## config.mk

```make
export PLATFORM = sky130hd
export DESIGN_NAME = tcu_timers
export DESIGN_NICKNAME = d
export VERILOG_FILES = /design/src/shared/tcu_pkg.sv /design/src/rtl/tcu_timers.sv
export VERILOG_INCLUDE_DIRS = /design/src /design/src/shared
export SDC_FILE = /design/constraint.sdc
export NUM_CORES = 1
export LEC_CHECK = 0
export ABC_AREA = 1
export BUFFER_PORTS_ARGS = -buffer_cell sky130_fd_sc_hd__buf_2
export CAP_MARGIN = 20
export CELL_PAD_IN_SITES_DETAIL_PLACEMENT = 0
export CELL_PAD_IN_SITES_GLOBAL_PLACEMENT = 1
export CORE_UTILIZATION = 40
export DETAILED_ROUTE_END_ITERATION = 10
export PLACE_DENSITY = 0.77
export SLEW_MARGIN = 20
export SYNTH_ARGS = -nofsm -noshare
export SYNTH_HDL_FRONTEND = slang
export SYNTH_SLANG_ARGS = --single-unit
```

## constraint.sdc

```tcl
create_clock -name clock -period 3.15 [get_ports clock]
set_input_delay 0.7875 -clock clock [delete_from_list [all_inputs] [get_ports clock]]
set_output_delay 0.7875 -clock clock [all_outputs]
set_load 0.01 [all_outputs]
```

## src/shared/tcu_defs.svh

```systemverilog
/*
 Constants of the three-channel maxcount timer: widths, register indices,
 control-bit positions, reset values and the internal clock divider.
 Assumes inclusion by bare name from the package and the design module.
*/
// Behaviour
// - Count advances only while run-enable is set
// - Run-enable written only with gate bit set
// - Gate bit always reads back as zero
// - Request-on-terminal enables interrupt at terminal count
// - Dual compare requests on both A and B
// - Raised request survives later run-enable clear
// - Compare-in-use shows B phase as one
// - Terminal flag set at every compare match
// - Prescale ignored under outside clock; internal clock without prescale divides by four
// - Prescaled timer steps at each Timer2 match
// - Outside clock steps from own input pin
// - Dual compare alternates A then B, clearing
// - Single compare uses only A, ignores B
// - One-shot stops after run, clears run-enable
// - Timer2 has single compare, reduced controls
// - Compare zero counts full sixteen-bit range
// - Count clears to zero at compare match
// - Internal clock steps count every fourth cycle
// - Count register read returns present count
// - All registers reset to zero
// - Output pin shows active compare phase in dual compare; single compare pulses low after each match
`ifndef TCU_DEFS_SVH
`define TCU_DEFS_SVH

// ----------------------------------------
// Widths
// ----------------------------------------
`define TCU_AW 9
`define TCU_DW 32
`define TCU_TW 16
`define TCU_IW 7
`define TCU_NT 3

// ----------------------------------------
// Register indices, byte address is four times
// ----------------------------------------
`define TCU_IX_CNT0 7'h50
`define TCU_IX_CMPA0 7'h52
`define TCU_IX_CMPB0 7'h54
`define TCU_IX_CTL0 7'h56
`define TCU_IX_CNT1 7'h58
`define TCU_IX_CMPA1 7'h5a
`define TCU_IX_CMPB1 7'h5c
`define TCU_IX_CTL1 7'h5e
`define TCU_IX_CNT2 7'h60
`define TCU_IX_CMPA2 7'h62
`define TCU_IX_CTL2 7'h66

// ----------------------------------------
// Control bits
// ----------------------------------------
`define TCU_B_EN 15
`define TCU_B_GATE 14
`define TCU_B_REQ 13
`define TCU_B_RIU 12
`define TCU_B_MC 5
`define TCU_B_RTG 4
`define TCU_B_PRE 3
`define TCU_B_EXT 2
`define TCU_B_ALT 1
`define TCU_B_REPEAT_RUN 0

// ----------------------------------------
// Reset values and divider
// ----------------------------------------
`define TCU_RST16 16'h0000
`define TCU_ONE16 16'h0001
`define TCU_DIVW 2
`define TCU_DIV_ONE 2'h1
`define TCU_DIV_LAST 2'h3

`endif

```

## src/shared/tcu_pkg.sv

```systemverilog
/*
 Types of the three-channel maxcount timer: per-timer state, the whole
 state record, bus phase and the Wishbone request carrier.
 Assumes tcu_defs.svh on the include path.
*/
`include "tcu_defs.svh"
package tcu_pkg;
   // Bus phase, one-hot
   typedef enum logic [1:0] {
      TCU_BP_IDLE = 2'b01,
      TCU_BP_ACK = 2'b10
   } tcu_bus_e;

   // Wishbone request group
   typedef struct packed {
      logic cyc;
      logic stb;
      logic we;
      logic [`TCU_AW-1:0] adr;
      logic [3:0] sel;
      logic [`TCU_DW-1:0] dat;
   } tcu_wbreq_s;

   // One timer
   typedef struct packed {
      logic en;
      logic req;
      logic compare_in_use;
      logic mc;
      logic restart_on_input;
      logic pre;
      logic outside_clock_select;
      logic dual_compare_select;
      logic repeat_run;
      logic tcp;
      logic [`TCU_TW-1:0] cnt;
      logic [`TCU_TW-1:0] cmpa;
      logic [`TCU_TW-1:0] cmpb;
   } tcu_tmr_s;

   // Whole block state
   typedef struct packed {
      tcu_tmr_s [`TCU_NT-1:0] t;
      tcu_bus_e bus;
      logic ack;
      logic [`TCU_DW-1:0] dat;
      logic [`TCU_DIVW-1:0] div;
      logic [1:0] inq;
      logic [`TCU_NT-1:0] irq;
      logic [1:0] tout;
   } tcu_state_s;
endpackage : tcu_pkg

```

## src/rtl/tcu_timers.sv

```systemverilog
/*
 Three 16-bit maxcount timers behind a classic Wishbone slave.
 Assumes synchronous timer inputs and an interrupt controller that
 latches the one-cycle request pulses.
*/
// Our own choice: the Wishbone register port.
`timescale 1ns/1ps
`default_nettype none
`include "tcu_defs.svh"
module tcu_timers (
   // Clock and reset
   input wire logic clock,
   input wire logic nrst,
   // Wishbone slave
   input wire tcu_pkg::tcu_wbreq_s wb_req,
   output logic wb_ack_o,
   output logic [`TCU_DW-1:0] wb_dat_o,
   // Timer pins
   input wire logic timer0_input,
   input wire logic timer1_input,
   output logic timer0_output,
   output logic timer1_output,
   // Interrupt request pulses
   output logic [`TCU_NT-1:0] tmr_irq
);

   // ----------------------------------------
   // Register index tables
   // ----------------------------------------
   localparam logic [2:0][`TCU_IW-1:0] IX_CNT =
      {`TCU_IX_CNT2, `TCU_IX_CNT1, `TCU_IX_CNT0};
   localparam logic [2:0][`TCU_IW-1:0] IX_CMPA =
      {`TCU_IX_CMPA2, `TCU_IX_CMPA1, `TCU_IX_CMPA0};
   localparam logic [2:0][`TCU_IW-1:0] IX_CTL =
      {`TCU_IX_CTL2, `TCU_IX_CTL1, `TCU_IX_CTL0};
   localparam logic [1:0][`TCU_IW-1:0] IX_CMPB =
      {`TCU_IX_CMPB1, `TCU_IX_CMPB0};

   // ----------------------------------------
   // Functions
   // ----------------------------------------
   // Byte-lane merge of a 16-bit register
   function automatic logic [15:0] merge(
      input logic [15:0] old,
      input logic [`TCU_DW-1:0] wd,
      input logic [3:0] sel
   );
      logic [15:0] r;
      r = old;
      if (sel[0]) begin
         r[7:0] = wd[7:0];
      end
      if (sel[1]) begin
         r[15:8] = wd[15:8];
      end
      return r;
   endfunction : merge

   // Control word as software sees it
   function automatic logic [15:0] ctl_rd(
      input tcu_pkg::tcu_tmr_s t
   );
      logic [15:0] r;
      r = `TCU_RST16;
      r[`TCU_B_EN] = t.en;
      r[`TCU_B_REQ] = t.req;
      r[`TCU_B_RIU] = t.compare_in_use;
      r[`TCU_B_MC] = t.mc;
      r[`TCU_B_RTG] = t.restart_on_input;
      r[`TCU_B_PRE] = t.pre;
      r[`TCU_B_EXT] = t.outside_clock_select;
      r[`TCU_B_ALT] = t.dual_compare_select;
      r[`TCU_B_REPEAT_RUN] = t.repeat_run;
      return r;
   endfunction : ctl_rd

   // Count plus one, wrapping
   function automatic logic [15:0] inc(
      input logic [15:0] v
   );
      return v + `TCU_ONE16;
   endfunction : inc

   // ----------------------------------------
   // State
   // ----------------------------------------
   tcu_pkg::tcu_state_s q;
   tcu_pkg::tcu_state_s d;
   logic [`TCU_IW-1:0] idx;
   logic wr_now;
   logic tick4;
   logic [1:0] rise;
   logic [`TCU_NT-1:0] tc;
   logic [`TCU_NT-1:0] tk;
   logic [`TCU_NT-1:0] rst_in;
   logic [2:0][15:0] cmp;
   logic [15:0] w;
   logic [15:0] rd;

   // Decode of the Wishbone request
   assign idx = wb_req.adr[`TCU_AW-1:2];
   assign wr_now = (q.bus == tcu_pkg::TCU_BP_ACK) && wb_req.cyc &&
                   wb_req.stb && wb_req.we;

   // ----------------------------------------
   // Next-state logic
   // ----------------------------------------
   always_comb begin
      d = q;
      tc = '0;
      tk = '0;
      rst_in = '0;
      cmp = '0;
      w = `TCU_RST16;
      rd = `TCU_RST16;
      d.irq = '0;
      // Divide-by-four enable
      tick4 = (q.div == `TCU_DIV_LAST);
      d.div = q.div + `TCU_DIV_ONE;
      // Input edge detection
      d.inq = {timer1_input, timer0_input};
      rise = {timer1_input, timer0_input} & ~q.inq;

      // Timer2 first, its match prescales the others
      for (int i = 2; i >= 0; i--) begin
         tk[i] = tick4;
         if (i < 2) begin
            if (q.t[i].outside_clock_select) begin
               tk[i] = rise[i];
            end else if (q.t[i].pre) begin
               tk[i] = tc[2];
            end
            rst_in[i] = !q.t[i].outside_clock_select && q.t[i].restart_on_input && rise[i];
         end
         // Active compare register
         cmp[i] = (q.t[i].dual_compare_select && q.t[i].compare_in_use) ?
                  q.t[i].cmpb : q.t[i].cmpa;
         // Match on the step into the compare value
         tc[i] = q.t[i].en && tk[i] && !rst_in[i] &&
                 (inc(q.t[i].cnt) == cmp[i]);
         if (q.t[i].en && rst_in[i]) begin
            d.t[i].cnt = `TCU_RST16;
         end else if (tc[i]) begin
            d.t[i].cnt = `TCU_RST16;
         end else if (q.t[i].en && tk[i]) begin
            d.t[i].cnt = inc(q.t[i].cnt);
         end
         d.t[i].tcp = tc[i];
         if (tc[i]) begin
            if (q.t[i].dual_compare_select) begin
               d.t[i].compare_in_use = !q.t[i].compare_in_use;
            end
            if (!q.t[i].repeat_run && (!q.t[i].dual_compare_select || q.t[i].compare_in_use)) begin
               d.t[i].en = 1'b0;
            end
         end
         // Request pulse, independent of later enable clear
         d.irq[i] = tc[i] && q.t[i].req;
      end

      // Register writes, taken at the acknowledge edge
      if (wr_now) begin
         for (int i = 0; i < 3; i++) begin
            if (idx == IX_CNT[i]) begin
               d.t[i].cnt = merge(q.t[i].cnt, wb_req.dat, wb_req.sel);
            end
            if (idx == IX_CMPA[i]) begin
               d.t[i].cmpa = merge(q.t[i].cmpa, wb_req.dat, wb_req.sel);
            end
            if (i < 2 && idx == IX_CMPB[i[0]]) begin
               d.t[i].cmpb = merge(q.t[i].cmpb, wb_req.dat, wb_req.sel);
            end
            if (idx == IX_CTL[i]) begin
               w = merge(ctl_rd(q.t[i]), wb_req.dat, wb_req.sel);
               if (w[`TCU_B_GATE]) begin
                  d.t[i].en = w[`TCU_B_EN];
               end
               d.t[i].req = w[`TCU_B_REQ];
               d.t[i].mc = w[`TCU_B_MC];
               d.t[i].repeat_run = w[`TCU_B_REPEAT_RUN];
               if (i < 2) begin
                  d.t[i].restart_on_input = w[`TCU_B_RTG];
                  d.t[i].pre = w[`TCU_B_PRE];
                  d.t[i].outside_clock_select = w[`TCU_B_EXT];
                  d.t[i].dual_compare_select = w[`TCU_B_ALT];
                  if (!w[`TCU_B_ALT]) begin
                     d.t[i].compare_in_use = 1'b0;
                  end
               end
            end
         end
      end

      // Terminal flag, a match beats a software clear
      for (int i = 0; i < 3; i++) begin
         if (tc[i]) begin
            d.t[i].mc = 1'b1;
         end
      end

      // Output pins follow the compare phase in dual compare, else pulse low for one cycle after a match
      for (int i = 0; i < 2; i++) begin
         d.tout[i] = d.t[i].dual_compare_select ? !d.t[i].compare_in_use : !tc[i];
      end

      // Bus phase and read data
      unique case (q.bus)
         tcu_pkg::TCU_BP_IDLE: begin
            d.ack = 1'b0;
            if (wb_req.cyc && wb_req.stb) begin
               for (int i = 0; i < 3; i++) begin
                  if (idx == IX_CNT[i]) begin
                     rd = q.t[i].cnt;
                  end
                  if (idx == IX_CMPA[i]) begin
                     rd = q.t[i].cmpa;
                  end
                  if (i < 2 && idx == IX_CMPB[i[0]]) begin
                     rd = q.t[i].cmpb;
                  end
                  if (idx == IX_CTL[i]) begin
                     rd = ctl_rd(q.t[i]);
                  end
               end
               d.dat = {16'h0000, rd};
               d.ack = 1'b1;
               d.bus = tcu_pkg::TCU_BP_ACK;
            end
         end
         tcu_pkg::TCU_BP_ACK: begin
            d.ack = 1'b0;
            d.bus = tcu_pkg::TCU_BP_IDLE;
         end
         default: begin
            d.ack = 1'b0;
            d.bus = tcu_pkg::TCU_BP_IDLE;
         end
      endcase
   end

   // ----------------------------------------
   // State register
   // ----------------------------------------
   always_ff @(posedge clock or negedge nrst) begin
      if (!nrst) begin
         q <= '0;
         q.bus <= tcu_pkg::TCU_BP_IDLE;
         q.tout <= 2'h3;
      end else begin
         q <= d;
      end
   end

   // Outputs straight from the state register
   assign wb_ack_o = q.ack;
   assign wb_dat_o = q.dat;
   assign timer0_output = q.tout[0];
   assign timer1_output = q.tout[1];
   assign tmr_irq = q.irq;
endmodule : tcu_timers
`default_nettype wire

```

**Word-level counts from Yosys, hierarchy flattened**

Index checks and enable logic that the tools add are counted.

- Reduce and logical (&&, ||, !) cells: 70
- Equal/unequal tests: 32
- Muxes and demuxes: 93
- Add/subtract/negate cells: 4
- Bitwise operators: 2

Operators by type and width:

| kind | count |
|---|---|
| 16-bit 2-to-1 mux | 29 |
| 8-bit 2-to-1 mux | 21 |
| 7-bit == test, second input constant | 11 |
| 57-bit 2-to-1 mux | 1 |
| 3-bit AND reduction | 19 |
| 16-bit by 1-bit adder with 16-bit output, second input constant | 3 |
| 16-bit == test | 3 |
| 48-bit 2-to-1 mux | 1 |
| 6-bit 2-to-1 mux | 7 |
| 35-bit 2-to-1 mux | 1 |
| 3-bit inequality test, second input constant | 11 |
| 32-bit 2-to-1 mux | 1 |
| 9-bit 2-to-1 mux | 3 |
| 1-bit 2-to-1 mux | 26 |
| 1-bit logical AND | 25 |
| 2-bit nonzero test | 9 |
| 1-bit zero test | 14 |
| 4-bit inequality test, second input constant | 3 |
| 2-bit == test, second input constant | 2 |
| 2-bit 2-to-1 mux | 2 |
| 3-bit 2-to-1 mux | 1 |
| 2-bit by 1-bit adder with 2-bit output, second input constant | 1 |
| 2-bit AND | 1 |
| 2-bit by 1-bit == test with 1-bit output, second input constant | 1 |
| other kinds (4) | 5 |

- Output and inout bits: 38
- Input bits: 52
- Register bits: 178

**Depth between registers and ports, before layout**

- Depth in word-level cells: 14
- Gate-level depth with buffers: 19
- Depth with buffers taken out: 18

**Worst setup path before layout**

Ideal clock, no wire load.

- Kind: input port to flip-flop
- Start: input wb_req[43] (netlist name)
- End: register q, in the netlist wb_dat_o[3]
- Data arrival time: 2.345 ns
- Path buffers: 1
- Required time: 3.033 ns
- Stages on the path: 15
- Path slack: 0.689 ns
- Path through: inv_1 -> nand3_1 -> nor2_1 -> inv_1 -> nor2_1 -> inv_1 -> clkbuf_1 -> o22ai_1 -> o21ai_0 -> a21oi_1 -> nand3_1 -> o21ai_0 -> o211ai_1 -> nand2_1 -> nand2_1

- Word-level cells in the longest chain between the ends: 12

RTL lines:

| element | RTL line | text |
|---|---|---|
| from (decl) | tcu_timers.sv:15 | `input wire tcu_pkg::tcu_wbreq_s wb_req,` |
| 7-bit == test | tcu_timers.sv:212 | `if (idx == IX_CNT[i]) begin` |
| 16-bit 2-to-1 mux | tcu_timers.sv:212 |  |
| 16-bit 2-to-1 mux | tcu_timers.sv:215 | `if (idx == IX_CMPA[i]) begin` |
| 16-bit 2-to-1 mux | tcu_timers.sv:218 | `if (i < 2 && idx == IX_CMPB[i[0]]) begin` |
| 16-bit 2-to-1 mux | tcu_timers.sv:221 | `if (idx == IX_CTL[i]) begin` |
| 16-bit 2-to-1 mux | tcu_timers.sv:212 |  |
| 16-bit 2-to-1 mux | tcu_timers.sv:215 |  |
| 16-bit 2-to-1 mux | tcu_timers.sv:218 |  |
| 16-bit 2-to-1 mux | tcu_timers.sv:221 |  |
| 16-bit 2-to-1 mux | tcu_timers.sv:212 |  |
| 16-bit 2-to-1 mux | tcu_timers.sv:215 |  |
| 16-bit 2-to-1 mux * | tcu_timers.sv:221 |  |
| to (decl) | tcu_timers.sv:87 | `tcu_pkg::tcu_state_s q;` |

Every way passes the cells marked *; elsewhere a longest branch is shown, timed or not.
A chain may end at the register's enable or synchronous reset.

**Worst setup path after layout**

- Start: register q[192] (netlist name)
- End: register q[134] (netlist name)

- Word-level cells in the longest chain between the ends: 12

RTL lines:

| element | RTL line | text |
|---|---|---|
| 16-bit by 1-bit adder with 16-bit output (no line) * | - |  |
| 16-bit == test * | tcu_timers.sv:140 | `(inc(q.t[i].cnt) == cmp[i]);` |
| 1-bit logical AND * | tcu_timers.sv:139 | `tc[i] = q.t[i].en && tk[i] && !rst_in[i] &&` |
| 1-bit 2-to-1 mux * | tcu_timers.sv:130 | `end else if (q.t[i].pre) begin` |
| 1-bit 2-to-1 mux * | tcu_timers.sv:128 | `if (q.t[i].outside_clock_select) begin` |
| 1-bit logical AND * | tcu_timers.sv:139, tcu_timers.sv:145 |  |
| 1-bit logical AND (2 in series) | tcu_timers.sv:139 |  |
| 16-bit 2-to-1 mux * | tcu_timers.sv:143 | `end else if (tc[i]) begin` |
| 16-bit 2-to-1 mux * | tcu_timers.sv:141 | `if (q.t[i].en && rst_in[i]) begin` |
| 16-bit 2-to-1 mux | tcu_timers.sv:164 | `if (idx == IX_CNT[i]) begin` |
| 57-bit 2-to-1 mux * | tcu_timers.sv:162 | `if (wr_now) begin` |

Every way passes the cells marked *; elsewhere a longest branch is shown, timed or not. The select of a mux whose other input is x is not followed.

==> results by stage <==
Status:
- The run finished with clean final reports.

Synth:
- The number of synthesized register bits is ~180.
- By area the synthesized netlist is led by sky130_fd_sc_hd__dfrtp_1 37%, sky130_fd_sc_hd__nand2_1 17%, sky130_fd_sc_hd__o21ai_0 9.1%.
- For this run, the register share of the synthesized area comes to 0.3732.
- Of the total synthesized cell area, the portion taken by AND, OR, NAND and NOR gates is 0.3068.
- Of the total synthesized cell area, the portion taken by XOR and XNOR cells is 0.01917.
- The share of the synthesized area in compound gates (AO/OA/AOI/OAI) is 0.1779.
- The share of synthesized area in the top cell type comes to 0.3666.
- The post-synthesis average cell area is 6.763 sq um.
- The number of distinct library cells after synthesis is 51.
- Measured against the total synthesized area, the mux share comes to 0.0008380.
- The adder and majority cell fraction of the synthesized area is 0.008380.
- Summing every instance area after synthesis gives 0.01194 sq mm.
- Of all cell types, the one taking the most synthesized area is sky130_fd_sc_hd__dfrtp_1.
- For this run, the number of Yosys warnings is 0.
- The cell count after synthesis came out at 1766.
- By area, the combinational part of the netlist is dominated by simple AND/OR/NAND/NOR gates.

STA:
- Timing would allow up to 335.9 MHz.
- The count of final setup violators is 0.
- The number of pins exceeding their max-slew limit in the final report came to 0.
- Headroom to the max-slew limit came out at 0.4128.
- Setup repair after global routing left no endpoint under its margin.
- Dividing the final minimum period by the clock period gives 0.9450.
- The final-report hold violation count is 0.
- The largest clock skew in the final design is between 0.015 and 0.02 ns.
- Subtracting the final worst setup slack from the clock period gives 2.977 ns.
- The total negative slack is 0 ns.
- The worst-margin pin slew is between 0.8 and 0.9 ns.

Place:
- The placed cell count is 2179.
- Port buffering added 53 buffers.
- The congestion estimate from routability-driven global placement came to 0.9648.
- The total half-perimeter wirelength after legalization and detailed placement is 32.95 mm.

Floorplan:
- The die covers 0.03056 sq mm.
- The initial core utilization is 0.4117.
- The height of the die is 174.8 microns.
- The floorplan has 62 rows.
- The core region is 0.02901 sq mm.
- The horizontal extent of the die is 174.8 microns.
- Pin placement for this block handled 90 I/O pins.

Power:
- The power density normalized to cell area is approximately 360 mW/mm^2.
- For this design the static power due to leakage is 6.406 nW.
- The switching share of power is 0.2637.
- For this design the total switching power over the nets is around 1.3 mW.
- Across the VDD grid, the largest voltage drop is 344.9 uV.
- The portion of total power attributed to the clock network is 0.459.
- The part of the total power dissipated in combinational logic is 0.055.
- The internal power of the cells is 3.509 mW.
- The sequential fraction of design power is 0.486.

Flow run:
- The number of max-cap violations is 0.

Detailed routing:
- Before antenna repair, the detailed router went through 5 iterations.
- The first routing iteration left 1212 violations.
- Across all layers, the routed design uses 11930 vias.
- The average vias per placed instance is between 5 and 6.
- After detailed routing, the average wire length per cell comes to 18.86 microns.
- The final layout contains routed wiring with a total length of 41.73 mm.
- The remaining number of nets flagged by the antenna check after routing is 0.
- The residual DRC count is 0.

Clocking:
- The clock latency on the worst-skew pair is 0.46 ns.
- The tree built by TritonCTS fans out to ~180 sinks.
- The root buffer cell is sky130_fd_sc_hd__clkbuf_16.
- In this run the number of H-tree levels came out at 4.
- The clock tree from TritonCTS is yes.
- After clock tree synthesis, the clock-pin slew on the worst setup and hold paths is 0.08 ns.
- The number of hold buffers added after CTS was 0.
- The total clock buffers created by CTS is 17.
- The deepest clock path buffer count is 2.

Worst setup path:
- STA classifies the critical path endpoint as a register.
- The category of the critical setup timing path is register to register.
- Walking the worst path, the cells encountered are ha_1 -> nand3_2 -> inv_2 -> nand2_1 -> and2_1 -> nor2_1 -> nor2_1 -> nand4_1 -> nor2_2 -> nand3_4 -> nand2_8 -> nand2_8 -> clkinv_1 -> buf_4 -> nor2_1 -> o21ai_2 -> o21ai_1.
- The worst setup path is launched from a register.
- On the critical path, the stage with the largest delay is an instance of sky130_fd_sc_hd__dfrtp_1.
- For this run, the slowest stage of the critical path takes around 0.44 ns.
- For flop-to-flop paths, the worst setup slack is 0.17 ns.
- The worst-path maximum fanout is 14.
- The arrival time reported for the critical path endpoint is 3.31 ns.
- The count of buffer and inverter cells on the critical path is 3.
- In this design, the critical path's most frequently occurring cell is sky130_fd_sc_hd__nor2_1.
- The kind of cell with the highest combined delay along the critical path is simple AND/OR/NAND/NOR gates.
- Data on the critical path is required at its endpoint by 3.48 ns.

Global route:
- Entering global routing, the biggest net connects 62 pins.
- The number of global-route vias before repair was 11110.
- The number of antenna violations at the first check in global routing is 0.
- The overall routing resource usage is 0.2793.
- The total overflow reported by the global router is 0.
- The first global-routing pass estimated 64.55 mm of wire.

Cells and area:
- In the final layout, the share of cells above drive strength 1 is 0.09683.
- The count of placed standard cells in the final layout, fillers left out is between 2000 and 2500.
- For this run, the post-layout net count is 1875.
- For this run, the share of the core covered by cells in the final layout is 0.4577.
- The number of diodes added for antenna fixing is 0.
- The area added between synthesis and finish is 11.18%.

Worst hold path:
- The type of the most critical hold path is input port to async pin.
## placed cells by master, fill, tap and decap left out, types with 10 or more instances in the layout
cell type / netlist / final
sky130_fd_sc_hd__clkinv_1: 15 / 15
sky130_fd_sc_hd__o21ai_0: 217 / 217
sky130_fd_sc_hd__buf_4: 37 / 50
sky130_fd_sc_hd__a21oi_1: 55 / 55
sky130_fd_sc_hd__o211ai_1: 23 / 23
sky130_fd_sc_hd__nand2_1: 552 / 551
sky130_fd_sc_hd__buf_2: 11 / 52
sky130_fd_sc_hd__dfrtp_1: 175 / 175
sky130_fd_sc_hd__o21ai_1: 10 / 10
sky130_fd_sc_hd__inv_1: 207 / 207
sky130_fd_sc_hd__xor2_1: 15 / 15
sky130_fd_sc_hd__clkbuf_16: 0 / 17
sky130_fd_sc_hd__nand4_1: 31 / 31
sky130_fd_sc_hd__nand3_1: 92 / 92
sky130_fd_sc_hd__o22ai_1: 26 / 26
sky130_fd_sc_hd__conb_1: 1 / 16
sky130_fd_sc_hd__nor3_1: 13 / 13
sky130_fd_sc_hd__nor2_1: 134 / 134
sky130_fd_sc_hd__nand3b_1: 12 / 12
## final cells by class
class / instances / area (sq um)
fillers: 3120 / 15730
multi-input cells: 1287 / 6206
flip-flops and latches: 178 / 4458
inverters: 225 / 844.6
repair buffers: 106 / 709.4
well taps: 384 / 480.5
clock buffers: 19 / 442.9
clock inverters: 13 / 137.6
## worst paths after layout
check | endpoint | start | depth (start not counted)
max | q[134] | q[192] | 17
min | tmr_irq[0] | nrst | 1
max reg2reg | q[134] | q[192] | 17
min reg2reg | q[7] | q[7] | 1
max in group asynchronous | q[117] | nrst | 2
min in group clock | q[7] | q[7] | 1
## kinds of logic after synthesis
kind of cell / after synthesis
compound gates: 375
flops: 178
simple gates: 864
other cells: 1
xor+xnor: 23
buf+inv: 316
mux: 1
fa+ha+maj: 8
## through the flow
step / power, mW / hold WS (ns) / instance area [sq um] / worst slack [ns]
2_1_floorplan: 2.491 / 0.4006 / 12000 / 0.6889
3_3_place_gp: 2.624 / 0.4114 / 12670 / 0.1652
3_5_place_dp: 2.626 / 0.4204 / 12670 / 0.1314
4_1_cts: 4.791 / 0.3347 / 13250 / 0.1187
5_1_grt: 4.911 / 0.3612 / 13280 / 0.01777
6_report: 4.765 / 0.3088 / 13280 / 0.1733
## worst reg2reg max path, cell delays in order (launching register included)
cell,delay [ns]
sky130_fd_sc_hd__dfrtp_1,0.44
sky130_fd_sc_hd__ha_1,0.26
sky130_fd_sc_hd__nand3_2,0.15
sky130_fd_sc_hd__inv_2,0.10
sky130_fd_sc_hd__nand2_1,0.09
sky130_fd_sc_hd__and2_1,0.19
sky130_fd_sc_hd__nor2_1,0.05
sky130_fd_sc_hd__nor2_1,0.10
sky130_fd_sc_hd__nand4_1,0.12
sky130_fd_sc_hd__nor2_2,0.23
sky130_fd_sc_hd__nand3_4,0.22
sky130_fd_sc_hd__nand2_8,0.20
sky130_fd_sc_hd__nand2_8,0.14
sky130_fd_sc_hd__clkinv_1,0.09
sky130_fd_sc_hd__buf_4,0.21
sky130_fd_sc_hd__nor2_1,0.08
sky130_fd_sc_hd__o21ai_2,0.10
sky130_fd_sc_hd__o21ai_1,0.08
## repair_timing
action / 4_1_cts / 5_1_grt
setup endpoints to repair: 0 / 34
setup buffers: 0 / 1
resized for setup: 0 / 4
## per-layer routing
layer  GRT usage  share of wire  up-vias
met5           0              0        -
met4     0.07101          0.016        0
met3     0.04091          0.063       34
met2      0.4268           0.45      415
met1      0.4112           0.47     5664
li1            -              -     5816
## registers in the layout (all words and copies together), names as in the netlist
register and count:
q 156, wb_dat_o 16, timer1_output 1, timer0_output 1
wb_ack_o 1, tmr_irq 3
## cells in the mapped netlist (all sizes together)
master   number
nand3b       12
dfstp         3
o21bai        6
clkinv       15
mux2i         1
xnor2         6
a221oi        2
o22ai        26
a31oi         3
dfrtp       175
conb          1
and2          3
o2111a        1
o221ai        4
a22oi         8
inv         210
o21ai       228
a21o          1
o21a          2
or2           2
a31o          1
nor4          1
ha            8
a21oi        57
o2111ai       8
o211ai       28
nand2       558
nand4        31
clkbuf       41
nor2        144
nor3         13
and3          3
buf          50
nand3        97
xnor3         2
xor2         15
## power by group through the flow
stage	clock network [mW]	registers (mW)	logic, mW
finish	2.19	2.32	0.263
global route	2.30	2.32	0.292
CTS	2.21	2.31	0.267
detailed placement	0	2.36	0.266
global placement	0	2.36	0.265
floorplan	0	2.36	0.134
(Power assumes the default switching activity.)
